**src/verilog/queue_flag_map.vh**
```
// Purpose: Constants for the queue level-flag reporting block
// Assumes: Included by bare name from the design file
// Notes: Definitions only
`ifndef QUEUE_FLAG_MAP_VH
`define QUEUE_FLAG_MAP_VH

`define NUM_QUEUES 8
`define QSEL_W 3
`define DEV_W 3
`define ADDR_W 6
`define LEVEL_W 12
`define PIN_W 28

// Register byte addresses
`define REG_CTRL 4'h0
`define REG_AE_THRESH 4'h4
`define REG_AF_THRESH 4'h8
`define REG_STATUS 4'hC
`define REG_ADDR_W 4

// Control fields
`define CTRL_BUS_EN 0
`define CTRL_MIRROR 1
`define CTRL_RESET 2'h1
`define AE_THRESH_RESET 12'h010
`define AF_THRESH_RESET 12'hFF0

// Bus width codes
`define WIDTH_X9 2'h0
`define WIDTH_X18 2'h1
`define WIDTH_X36 2'h2

`define HTRANS_NONSEQ_BIT 1
`define ZERO32 32'h00000000

`endif

```
**src/verilog/queue_level_flags.v**
```verilog
// Purpose: Almost-empty/almost-full discrete flags and per-queue flag buses
// Assumes: Read and write clocks arrive as pins on CORE_CLK; AHB-Lite slave
// Notes: Flag buses share lines in expansion, so each has an active-low enable
//
// What this block does
// - Input and output widths come from three straps; one port is always 36.
// - Almost-empty flag is low while read-selected queue is almost empty, read-clocked.
// - Almost-empty flag follows queue chosen by read address and enable.
// - Almost-full flag is low while write-selected queue is almost full, write-clocked.
// - Almost-full flag follows queue chosen by write address and enable.
// - In direct mode, the almost-empty and almost-full flags can be mirrored onto their queue's flag bus line.
// - Eight-bit read-side bus shows all queues, almost-empty or packet-ready.
// - Direct or polled bus operation is picked by flag-mode strap at master reset.
// - Both flag buses can go high-impedance for sharing between devices.
// - Direct read bus shows device addressed with empty strobe on read edge.
// - Polled read bus is reloaded on every rising read clock edge.
// - Read bus content follows packet-select strap taken at master reset.
// - Eight-bit write-side bus reports almost-full status of all queues.
// - Direct write bus shows device addressed with full strobe and enable.
// - Polled write bus is loaded in turn on rising write clock edges.
// - In polled mode, token output pulses high while this device holds the write bus.
// - Packet-select strap high means packet mode, low means almost-empty mode.
`include "queue_flag_map.vh"

module queue_level_flags (
   input wire CORE_CLK,
   input wire RST_N,
   input wire HSEL,
   input wire [31:0] HADDR,
   input wire [1:0] HTRANS,
   input wire HWRITE,
   input wire [2:0] HSIZE,
   input wire [31:0] HWDATA,
   input wire HREADY,
   output reg [31:0] HRDATA,
   output wire HREADYOUT,
   output wire HRESP,
   input wire MASTER_RESET_N,
   input wire READ_CLK,
   input wire WRITE_CLK,
   input wire OUTPUT_WIDTH_STRAP,
   input wire INPUT_WIDTH_STRAP,
   input wire BUS_MATCHING_STRAP,
   input wire FLAG_MODE_STRAP,
   input wire PACKET_SELECT_STRAP,
   input wire [2:0] DEVICE_ID,
   input wire [5:0] READ_QUEUE_ADDRESS,
   input wire [5:0] WRITE_QUEUE_ADDRESS,
   input wire READ_ADDRESS_ENABLE,
   input wire WRITE_ADDRESS_ENABLE,
   input wire EMPTY_STATUS_STROBE,
   input wire FULL_STATUS_STROBE,
   input wire TOKEN_CHAIN_IN,
   input wire [95:0] QUEUE_LEVEL,
   input wire [7:0] PACKET_READY,
   output reg ALMOST_EMPTY_FLAG_N,
   output reg ALMOST_FULL_FLAG_N,
   output reg PACKET_READY_FLAG_N,
   output reg [7:0] READ_SIDE_FLAG_BUS,
   output wire READ_SIDE_FLAG_BUS_OE_N,
   output reg [7:0] WRITE_SIDE_FLAG_BUS,
   output wire WRITE_SIDE_FLAG_BUS_OE_N,
   output reg TOKEN_CHAIN_OUT,
   output reg [1:0] INPUT_BUS_WIDTH,
   output reg [1:0] OUTPUT_BUS_WIDTH
);

////////////////////////////////////////////////////////////////////////////////
// Pin synchronisers: every pin input passes two flops first
reg [`PIN_W-1:0] sync1;
reg [`PIN_W-1:0] sync2;
wire [`PIN_W-1:0] pin_raw;
wire s_mr_n, s_rclk, s_wclk, s_ow, s_iw, s_bm, s_fm, s_pkt;
wire [`DEV_W-1:0] s_id;
wire [`ADDR_W-1:0] s_raddr;
wire [`ADDR_W-1:0] s_waddr;
wire s_read_address_enable, s_write_address_enable, s_empty_status_strobe, s_full_status_strobe, s_tokin;

assign pin_raw = {MASTER_RESET_N, READ_CLK, WRITE_CLK, OUTPUT_WIDTH_STRAP,
   INPUT_WIDTH_STRAP, BUS_MATCHING_STRAP, FLAG_MODE_STRAP, PACKET_SELECT_STRAP,
   DEVICE_ID, READ_QUEUE_ADDRESS, WRITE_QUEUE_ADDRESS, READ_ADDRESS_ENABLE,
   WRITE_ADDRESS_ENABLE, EMPTY_STATUS_STROBE, FULL_STATUS_STROBE, TOKEN_CHAIN_IN};
assign {s_mr_n, s_rclk, s_wclk, s_ow, s_iw, s_bm, s_fm, s_pkt, s_id, s_raddr,
   s_waddr, s_read_address_enable, s_write_address_enable, s_empty_status_strobe, s_full_status_strobe, s_tokin} = sync2;

always @(posedge CORE_CLK or negedge RST_N) begin
   if (!RST_N) begin
      sync1 <= {`PIN_W{1'b0}};
      sync2 <= {`PIN_W{1'b0}};
   end else begin
      sync1 <= pin_raw;
      sync2 <= sync1;
   end
end

// Edges taken only from the second stage
reg rclk_d;
reg wclk_d;
wire rclk_rise = s_rclk & ~rclk_d;
wire wclk_rise = s_wclk & ~wclk_d;

always @(posedge CORE_CLK or negedge RST_N) begin
   if (!RST_N) begin
      rclk_d <= 1'b0;
      wclk_d <= 1'b0;
   end else begin
      rclk_d <= s_rclk;
      wclk_d <= s_wclk;
   end
end

////////////////////////////////////////////////////////////////////////////////
// Straps caught while master reset is held low
reg polled_mode;
reg packet_mode;
reg [`DEV_W-1:0] dev_id;
reg ow_l, iw_l, bm_l;

always @(posedge CORE_CLK or negedge RST_N) begin
   if (!RST_N) begin
      polled_mode <= 1'b0;
      packet_mode <= 1'b0;
      dev_id <= 3'h0;
      ow_l <= 1'b0;
      iw_l <= 1'b0;
      bm_l <= 1'b0;
   end else if (!s_mr_n) begin
      polled_mode <= s_fm;
      packet_mode <= s_pkt;
      dev_id <= s_id;
      ow_l <= s_ow;
      iw_l <= s_iw;
      bm_l <= s_bm;
   end
end

// Bus matching: plain mode is 36/36; otherwise one side narrows
always @(posedge CORE_CLK or negedge RST_N) begin
   if (!RST_N) begin
      INPUT_BUS_WIDTH <= `WIDTH_X36;
      OUTPUT_BUS_WIDTH <= `WIDTH_X36;
   end else if (!bm_l) begin
      INPUT_BUS_WIDTH <= `WIDTH_X36;
      OUTPUT_BUS_WIDTH <= `WIDTH_X36;
   end else if (!iw_l) begin
      INPUT_BUS_WIDTH <= `WIDTH_X36;
      OUTPUT_BUS_WIDTH <= ow_l ? `WIDTH_X9 : `WIDTH_X18;
   end else begin
      INPUT_BUS_WIDTH <= ow_l ? `WIDTH_X9 : `WIDTH_X18;
      OUTPUT_BUS_WIDTH <= `WIDTH_X36;
   end
end

////////////////////////////////////////////////////////////////////////////////
// Registers
reg [1:0] ctrl;
reg [`LEVEL_W-1:0] ae_thresh;
reg [`LEVEL_W-1:0] af_thresh;
reg wr_pend;
reg [`REG_ADDR_W-1:0] wr_addr;
wire addr_phase = HSEL & HTRANS[`HTRANS_NONSEQ_BIT] & HREADY;

assign HREADYOUT = 1'b1;
assign HRESP = 1'b0;

// Per-queue conditions, compared against the programmed thresholds
wire [`NUM_QUEUES-1:0] almost_empty;
wire [`NUM_QUEUES-1:0] almost_full;
genvar gi;
generate
   for (gi = 0; gi < `NUM_QUEUES; gi = gi + 1) begin : g_cmp
      wire [`LEVEL_W-1:0] lvl = QUEUE_LEVEL[gi*`LEVEL_W +: `LEVEL_W];
      assign almost_empty[gi] = (lvl <= ae_thresh);
      assign almost_full[gi] = (lvl >= af_thresh);
   end
endgenerate

reg [`QSEL_W-1:0] rd_q;
reg [`QSEL_W-1:0] wr_q;
reg rd_here;
reg wr_here;
reg rd_bus_on;
reg wr_bus_on;

reg [31:0] next_rdata;
always @* begin
   next_rdata = `ZERO32;
   case (HADDR[`REG_ADDR_W-1:0])
      `REG_CTRL: next_rdata = {30'h0, ctrl};
      `REG_AE_THRESH: next_rdata = {20'h00000, ae_thresh};
      `REG_AF_THRESH: next_rdata = {20'h00000, af_thresh};
      `REG_STATUS: next_rdata = {almost_full, almost_empty,
         1'b0, rd_q, 1'b0, wr_q, INPUT_BUS_WIDTH, OUTPUT_BUS_WIDTH,
         ALMOST_EMPTY_FLAG_N, ALMOST_FULL_FLAG_N, polled_mode, packet_mode};
      default: next_rdata = `ZERO32;
   endcase
end

always @(posedge CORE_CLK or negedge RST_N) begin
   if (!RST_N) begin
      ctrl <= `CTRL_RESET;
      ae_thresh <= `AE_THRESH_RESET;
      af_thresh <= `AF_THRESH_RESET;
      wr_pend <= 1'b0;
      wr_addr <= 4'h0;
      HRDATA <= `ZERO32;
   end else begin
      wr_pend <= addr_phase & HWRITE;
      wr_addr <= HADDR[`REG_ADDR_W-1:0];
      if (addr_phase & ~HWRITE) begin
         HRDATA <= next_rdata;
      end
      if (wr_pend) begin
         case (wr_addr)
            `REG_CTRL: ctrl <= HWDATA[1:0];
            `REG_AE_THRESH: ae_thresh <= HWDATA[`LEVEL_W-1:0];
            `REG_AF_THRESH: af_thresh <= HWDATA[`LEVEL_W-1:0];
            default: ctrl <= ctrl;
         endcase
      end
   end
end

////////////////////////////////////////////////////////////////////////////////
// Read side: queue selection, discrete flags and read-side bus
wire [`NUM_QUEUES-1:0] rd_status = packet_mode ? ~PACKET_READY : ~almost_empty;
wire rd_addr_hit = (s_raddr[`ADDR_W-1:`QSEL_W] == dev_id);

always @(posedge CORE_CLK or negedge RST_N) begin
   if (!RST_N) begin
      rd_q <= 3'h0;
      rd_here <= 1'b0;
      ALMOST_EMPTY_FLAG_N <= 1'b1;
      PACKET_READY_FLAG_N <= 1'b1;
      READ_SIDE_FLAG_BUS <= 8'hFF;
      rd_bus_on <= 1'b0;
   end else if (!s_mr_n) begin
      rd_here <= 1'b0;
      ALMOST_EMPTY_FLAG_N <= 1'b1;
      PACKET_READY_FLAG_N <= 1'b1;
      READ_SIDE_FLAG_BUS <= 8'hFF;
      rd_bus_on <= 1'b0;
   end else if (rclk_rise) begin
      if (s_read_address_enable) begin
         rd_q <= s_raddr[`QSEL_W-1:0];
         rd_here <= rd_addr_hit;
      end
      // Flags follow the queue held; a new selection shows one edge later
      ALMOST_EMPTY_FLAG_N <= ~(rd_here & almost_empty[rd_q]);
      PACKET_READY_FLAG_N <= ~(rd_here & packet_mode & PACKET_READY[rd_q]);
      if (polled_mode) begin
         READ_SIDE_FLAG_BUS <= rd_status;
         rd_bus_on <= 1'b1;
      end else if (s_empty_status_strobe) begin
         READ_SIDE_FLAG_BUS <= rd_status;
         rd_bus_on <= rd_addr_hit;
      end else if (ctrl[`CTRL_MIRROR] & rd_here) begin
         READ_SIDE_FLAG_BUS[rd_q] <= ~almost_empty[rd_q];
      end
   end
end

assign READ_SIDE_FLAG_BUS_OE_N = ~(rd_bus_on & ctrl[`CTRL_BUS_EN]);

////////////////////////////////////////////////////////////////////////////////
// Write side: queue selection, discrete flag, write-side bus and token
wire wr_addr_hit = (s_waddr[`ADDR_W-1:`QSEL_W] == dev_id);

always @(posedge CORE_CLK or negedge RST_N) begin
   if (!RST_N) begin
      wr_q <= 3'h0;
      wr_here <= 1'b0;
      ALMOST_FULL_FLAG_N <= 1'b1;
      WRITE_SIDE_FLAG_BUS <= 8'hFF;
      wr_bus_on <= 1'b0;
      TOKEN_CHAIN_OUT <= 1'b0;
   end else if (!s_mr_n) begin
      wr_here <= 1'b0;
      ALMOST_FULL_FLAG_N <= 1'b1;
      WRITE_SIDE_FLAG_BUS <= 8'hFF;
      wr_bus_on <= 1'b0;
      TOKEN_CHAIN_OUT <= 1'b0;
   end else if (wclk_rise) begin
      if (s_write_address_enable) begin
         wr_q <= s_waddr[`QSEL_W-1:0];
         wr_here <= wr_addr_hit;
      end
      ALMOST_FULL_FLAG_N <= ~(wr_here & almost_full[wr_q]);
      if (polled_mode) begin
         // Token held for one write-clock period, then passed on
         TOKEN_CHAIN_OUT <= s_tokin;
         wr_bus_on <= s_tokin;
         if (s_tokin) begin
            WRITE_SIDE_FLAG_BUS <= ~almost_full;
         end
      end else if (s_full_status_strobe & s_write_address_enable) begin
         WRITE_SIDE_FLAG_BUS <= ~almost_full;
         wr_bus_on <= wr_addr_hit;
      end else if (ctrl[`CTRL_MIRROR] & wr_here) begin
         WRITE_SIDE_FLAG_BUS[wr_q] <= ~almost_full[wr_q];
      end
   end
end

assign WRITE_SIDE_FLAG_BUS_OE_N = ~(wr_bus_on & ctrl[`CTRL_BUS_EN]);

endmodule // queue_level_flags

```
**config.mk**
```make
export PLATFORM = sky130hd
export DESIGN_NAME = queue_level_flags
export DESIGN_NICKNAME = d
export VERILOG_FILES = /design/src/verilog/queue_level_flags.v
export VERILOG_INCLUDE_DIRS = /design/src /design/src/verilog
export SDC_FILE = /design/constraint.sdc
export NUM_CORES = 1
export LEC_CHECK = 0
export CORE_MARGIN = 2
export CORE_UTILIZATION = 45
export DETAILED_ROUTE_END_ITERATION = 10
export DONT_BUFFER_PORTS = 1
export PLACE_DENSITY = 0.59
export SYNTH_ARGS = -nofsm -noshare
export SYNTH_HDL_FRONTEND = slang
export SYNTH_SLANG_ARGS = --single-unit
```
**constraint.sdc**
```tcl
create_clock -name CORE_CLK -period 2.7 [get_ports CORE_CLK]
set_input_delay 0.27 -clock CORE_CLK [delete_from_list [all_inputs] [get_ports CORE_CLK]]
set_output_delay 0.27 -clock CORE_CLK [all_outputs]
set_load 0.005 [all_outputs]
```
### Word level (Yosys, flattened, before mapping)

Cells that the tools add are included.

* register bits after elaboration: 163
* word-level logic and storage cells: 164
* output and inout port bits: 60

* bitwise gates (word level): 28
* muxes and demuxes: 53
* reduce and logical (&&, ||, !) cells: 16
* $lt $le $gt $ge: 20
* equal/unequal tests: 17

Operators with widths (number)
* $pmux 32 s4: 1
* $ge 12x12->1: 8
* $le 12x12->1: 8
* $mux 8: 12
* $mux 1: 29
* $not 8->8: 3
* $reduce_and 2->1: 9
* $bwmux 8: 2
* $and 1x1->1: 15
* $eq 4x4->1 const B: 3
* $not 1->1: 10
* $bmux 1 s3: 3
* $reduce_and 3->1: 3
* $eq 4x3->1 const B: 2
* $logic_not 4->1: 2
* $lt 3x4->1 const B: 2
* $mux 2: 4
* $demux 1 s3: 2
* $eq 3x3->1: 2
* $ge 3x1->1 const B: 2
* $ne 2x1->1 const B: 3
* $ne 2x2->1 const B: 2
* $ne 4x1->1 const B: 1
* $ne 4x2->1 const B: 1
* 4 further kinds: 5

### Logic depth before layout (Yosys ltp)

* word-level depth: 10
* gate-level depth with buffers: 11
* mapped depth without buffers: 10

### Least setup slack after synthesis

Ideal clock, no wire load.

* kind: register to register
* start: reg af_thresh[5]
* end: reg WRITE_SIDE_FLAG_BUS[3]
* stages on the path, launching flop included: 11
* path slack: 0.371 ns
* arrival: 2.231 ns
* required time: 2.602 ns
* path buffers: 0
* cell sequence: dfstp_2 inv_1 ha_1 a21o_1 a21o_1 a21oi_1 o31ai_1 a221oi_2 a211o_1 a2111oi_4 a221oi_1

* cells in the longest elaborated chain, start to end: 10
* elaborated cells between the ends (all ways): 19
* those cells by class: order compare: 8; mux: 9; bitwise: 2

Ends and longest elaborated chain
* start: declaration: RTL line queue_level_flags.v:158 `` reg [`LEVEL_W-1:0] af_thresh; ``
* start signal: assignment: RTL line queue_level_flags.v:203 `` af_thresh <= `AF_THRESH_RESET; ``
* start signal: assignment: RTL line queue_level_flags.v:217 `` `REG_AF_THRESH: af_thresh <= HWDATA[`LEVEL_W-1:0]; ``
* $ge 12x12->1: RTL line queue_level_flags.v:174 `assign almost_full[gi] = (lvl >= af_thresh);`
* $bmux 1 s3: RTL line queue_level_flags.v:300 `WRITE_SIDE_FLAG_BUS[wr_q] <= ~almost_full[wr_q];`
* $mux 1 (not written as such): RTL line queue_level_flags.v:300
* $not 1->1: RTL line queue_level_flags.v:300
* $bwmux 8: RTL line queue_level_flags.v:300
* $mux 8: RTL line queue_level_flags.v:299 `` end else if (ctrl[`CTRL_MIRROR] & wr_here) begin ``
* $mux 8: RTL line queue_level_flags.v:296 `end else if (s_full_status_strobe & s_write_address_enable) begin`
* $mux 8 *: RTL line queue_level_flags.v:289 `if (polled_mode) begin`
* $mux 8 *: RTL line queue_level_flags.v:283 `end else if (wclk_rise) begin`
* $mux 8 *: RTL line queue_level_flags.v:277 `end else if (!s_mr_n) begin`
* end signal: assignment: RTL line queue_level_flags.v:294 `WRITE_SIDE_FLAG_BUS <= ~almost_full;`
* end signal: assignment: RTL line queue_level_flags.v:297 `WRITE_SIDE_FLAG_BUS <= ~almost_full;`
* end signal: indexed assignment: RTL line queue_level_flags.v:300
* end: declaration: RTL line queue_level_flags.v:61 `output reg [7:0] WRITE_SIDE_FLAG_BUS,`

Every way passes the cells marked *; elsewhere a longest branch is shown, timed or not. The select of a mux whose other input is x is not followed.
A chain may end at the register's enable or synchronous reset.

### Final worst setup path

* start: reg ae_thresh[2]
* end: reg READ_SIDE_FLAG_BUS[7]

* cells in the longest elaborated chain, start to end: 10
* elaborated cells between the ends (all ways): 19
* those cells by class: order compare: 8; mux: 9; bitwise: 2

Ends and longest elaborated chain
* start: declaration: RTL line queue_level_flags.v:157 `` reg [`LEVEL_W-1:0] ae_thresh; ``
* start signal: assignment: RTL line queue_level_flags.v:202 `` ae_thresh <= `AE_THRESH_RESET; ``
* start signal: assignment: RTL line queue_level_flags.v:216 `` `REG_AE_THRESH: ae_thresh <= HWDATA[`LEVEL_W-1:0]; ``
* $le 12x12->1: RTL line queue_level_flags.v:173 `assign almost_empty[gi] = (lvl <= ae_thresh);`
* $bmux 1 s3: RTL line queue_level_flags.v:258 `READ_SIDE_FLAG_BUS[rd_q] <= ~almost_empty[rd_q];`
* $mux 1 (not written as such): RTL line queue_level_flags.v:258
* $not 1->1: RTL line queue_level_flags.v:258
* $bwmux 8: RTL line queue_level_flags.v:258
* $mux 8: RTL line queue_level_flags.v:257 `` end else if (ctrl[`CTRL_MIRROR] & rd_here) begin ``
* $mux 8: RTL line queue_level_flags.v:254 `end else if (s_empty_status_strobe) begin`
* $mux 8 *: RTL line queue_level_flags.v:251 `if (polled_mode) begin`
* $mux 8 *: RTL line queue_level_flags.v:243 `end else if (rclk_rise) begin`
* $mux 8 *: RTL line queue_level_flags.v:237 `end else if (!s_mr_n) begin`
* end signal: assignment: RTL line queue_level_flags.v:252 `READ_SIDE_FLAG_BUS <= rd_status;`
* end signal: assignment: RTL line queue_level_flags.v:255 `READ_SIDE_FLAG_BUS <= rd_status;`
* end signal: indexed assignment: RTL line queue_level_flags.v:258
* end: declaration: RTL line queue_level_flags.v:59 `output reg [7:0] READ_SIDE_FLAG_BUS,`

Marks and branches as above.

==> impl_metrics.toml <==
[setup_path]
arrival_ps = 3040
reg2reg_from = "ae_thresh[2]"
critPathKind = "register to register"
startpoint = "ae_thresh[2]"
worst_setup_path_start_kind = "register"
worstPathRequired_ps = 3030
critPathMaxFanout = 7
end_kind = "register"

[cts]
root_buffer = "clkbuf_16"
cts_buffer_depth = 2
h-tree-depth = 4
cts.sinks = 162
cts_tree = "yes"
numCtsBuffers = 17
clkLatencyLatePin_ps = 430
path_clk_slew_ps = 70
cts_hold_buf = 46

[place]
gp_congestion = 0.922
port_buffers = 0
dp_hpwl_um = 23900

[logic_synthesis]
syn_avg_cell_area_um2 = 10.3
synth_ff_type = "dfrtp_1"
synth.area.top_cells = "dfrtp_1, ha_1, dfstp_2"
synth_cell_types = 69
async_flop_share = 1.00
yosysMostFrequentCell = "ha_1"
synth_edf_count = 0
netlist.area_leader.share = 0.309
synth_largest_area_cell = "dfrtp_1"
syn_inst = 1029
netlist_area_um2 = 10600
synth_warnings = 0
synth-seq-cells = 162
synthTopCellsByCount = "ha_1, dfrtp_1, nand2_1"
seq_area_frac_synth = 0.386

[cells_and_area]
fill_cells = 2094
layout-drive-gt1-share = 0.224
n_antenna_cell = 0
nets = 1551
postLayoutCoreUtil = 0.563
syn2layout_area_growth_pct = 23.6

[job]
maxCapViolations = 0

[sta]
setup_viol = 1
fin_crit_sh = 1.00
fin_setup_tns_ps = -13.0
hold_violations = 162
rsz0062_at_grt = "yes"
timing.final.crit_period_ps = 2710
skew_ps = 16.1
worst_pin_slew_ps = 984
worst_hold_slack_ps = -459
layout_setup_ws_ps = -13.0
slew_headroom = 0.344
finalMaxSlewViolations = 0
max_freq_mhz = 369

[route]
drt-initial-drc-count = 467
via_per_inst = 5.66
route.detailed.drc = 0
wl_per_cell_um = 21.0
routed_wirelength_um = 31200
ant_nets = 0
vias = 8411
first_pass_iters = 5

[power]
p_leak_uw = 0.00596
power_uw = 7460
power_density_nw_per_um2 = 570
irDropWorstVdd_uv = 483

[global_route]
globalRouteTotalUtil = 0.249
grt-ovfl-total = 0
grt_pass1_wl_um = 46400
grt_start_max_net_pins = 163
grt_pass1_vias = 8329
antenna_found_initial = 0

[run_status]
outcome = "finished, violations left"
violations = "negative hold slack, negative setup slack"

[floorplanning]
ioPinCount = 266
placementRows = 56
floorplan.initialDensity = 0.455
core_um2 = 23300
die_h_um = 157
die_w_um = 157
die-area_um2 = 24800

[min_path]
hp-class = "primary input to asynchronous set/reset pin"
-- timing repair --
item	4_1_cts	5_1_grt
setup buffers	3	11
cloned	0	1
endpoints found under the setup margin	16	19
gates resized for setup	26	34
pin swaps	10	18
endpoints found under the hold margin	221	162
-- layout by cell type, fill, tap and decap left out, types with 8 or more instances in the layout --
cell,netlist,final
ha_1,192,176
dfrtp_1,131,130
nand2_1,91,91
buf_4,3,76
a21oi_1,78,73
o21ai_0,52,51
dlygate4sd3_1,0,46
mux2_2,42,42
a21o_1,40,40
dfstp_2,31,31
inv_1,38,31
nand4_1,31,31
nor2_1,30,29
nand3_1,28,28
nand2b_1,21,21
clkbuf_16,0,17
ha_4,0,16
nor3_1,15,15
o22ai_1,16,14
nor2b_1,13,13
o21a_1,11,11
a22oi_1,11,10
clkinvlp_4,0,8
nor3b_1,8,8
buf_12,0,8
-- sequential cells by signal (all words and copies together), names as in the netlist, 2 cells and up --
register             count
READ_SIDE_FLAG_BUS       8
dev_id                   3
ae_thresh               12
ctrl                     2
rd_q                     3
sync1                   28
OUTPUT_BUS_WIDTH         2
wr_q                     3
wr_addr                  4
af_thresh               12
WRITE_SIDE_FLAG_BUS      8
INPUT_BUS_WIDTH          2
sync2                   28
HRDATA                  31
-- per-stage QoR --
step | worst slack, ps | instance area (µm²) | cells
6_report | -13.0 | 13100 | 1485
5_1_grt | -108 | 13100 | 1485
3_5_place_dp | -76.8 | 11500 | 1393
4_1_cts | -7.55 | 12700 | 1473
3_3_place_gp | -65.0 | 11500 | 1393
2_1_floorplan | 371 | 10600 | 1030
-- metal layers --
| metal | up-vias | GRT usage | wire, µm | share of wire |
|---|---|---|---|---|
| li1 | 4089 | - | - | - |
| met1 | 4005 | 0.327 | 13500 | 0.43 |
| met2 | 270 | 0.392 | 14100 | 0.45 |
| met3 | 47 | 0.0732 | 2680 | 0.086 |
| met4 | 0 | 0.0887 | 887 | 0.028 |
| met5 | - | 0 | 0 | 0 |
-- where the power goes --
part / internal (µW) / total (µW) / switching, µW
Clock: 1330 / 2440 / 1110
Sequential: 2650 / 2870 / 223
Combinational: 1060 / 2160 / 1100
Total: 5030 / 7460 / 2430
-- worst max-delay path, stage by stage, from the launching register on --
cell        delay (ps)
dfrtp_1            400
clkinvlp_4         240
buf_4              220
ha_1               280
o211ai_1            80
a211o_1            270
a31oi_2            300
mux2_1             210
a22oi_2            100
o211a_4            200
o41ai_2            310
-- worst paths after layout --
kind,cells past startpoint,to,slack [ps]
worst min register to register,0,sync2[9],340
max in group asynchronous,0,af_thresh[8],2850
min in group CORE_CLK,2,HRDATA[7],50
worst max register to register,10,READ_SIDE_FLAG_BUS[7],-10
worst min-delay path,0,HRDATA[22],-460
worst max-delay path,10,READ_SIDE_FLAG_BUS[7],-10
-- layout make-up --
class / instances / area, µm² / share of cell area
repair buffers: 134 / 1240 / 0.0944
flip-flops and latches: 162 / 4090 / 0.313
inverters: 39 / 169 / 0.0129
clock inverters: 14 / 166 / 0.0127
clock buffers: 18 / 429 / 0.0328
well taps: 319 / 399 / 0.0305
multi-input cells: 799 / 6600 / 0.504
-- cell families (layout without fill, tap and decap cells) --
| logic type | count (synthesis) | count (layout) | share of synthesized area |
|---|---|---|---|
| mux | 49 | 49 | 0.0537 |
| simple gates | 266 | 266 | 0.126 |
| compound gates | 282 | 283 | 0.174 |
| flops | 162 | 162 | 0.386 |
| other cells | 2 | 3 | 0.000709 |
| buf+inv | 70 | 205 | 0.0268 |
| fa+ha+maj | 192 | 192 | 0.227 |
| xor+xnor | 6 | 6 | 0.00496 |
(Power assumes the default switching activity.)
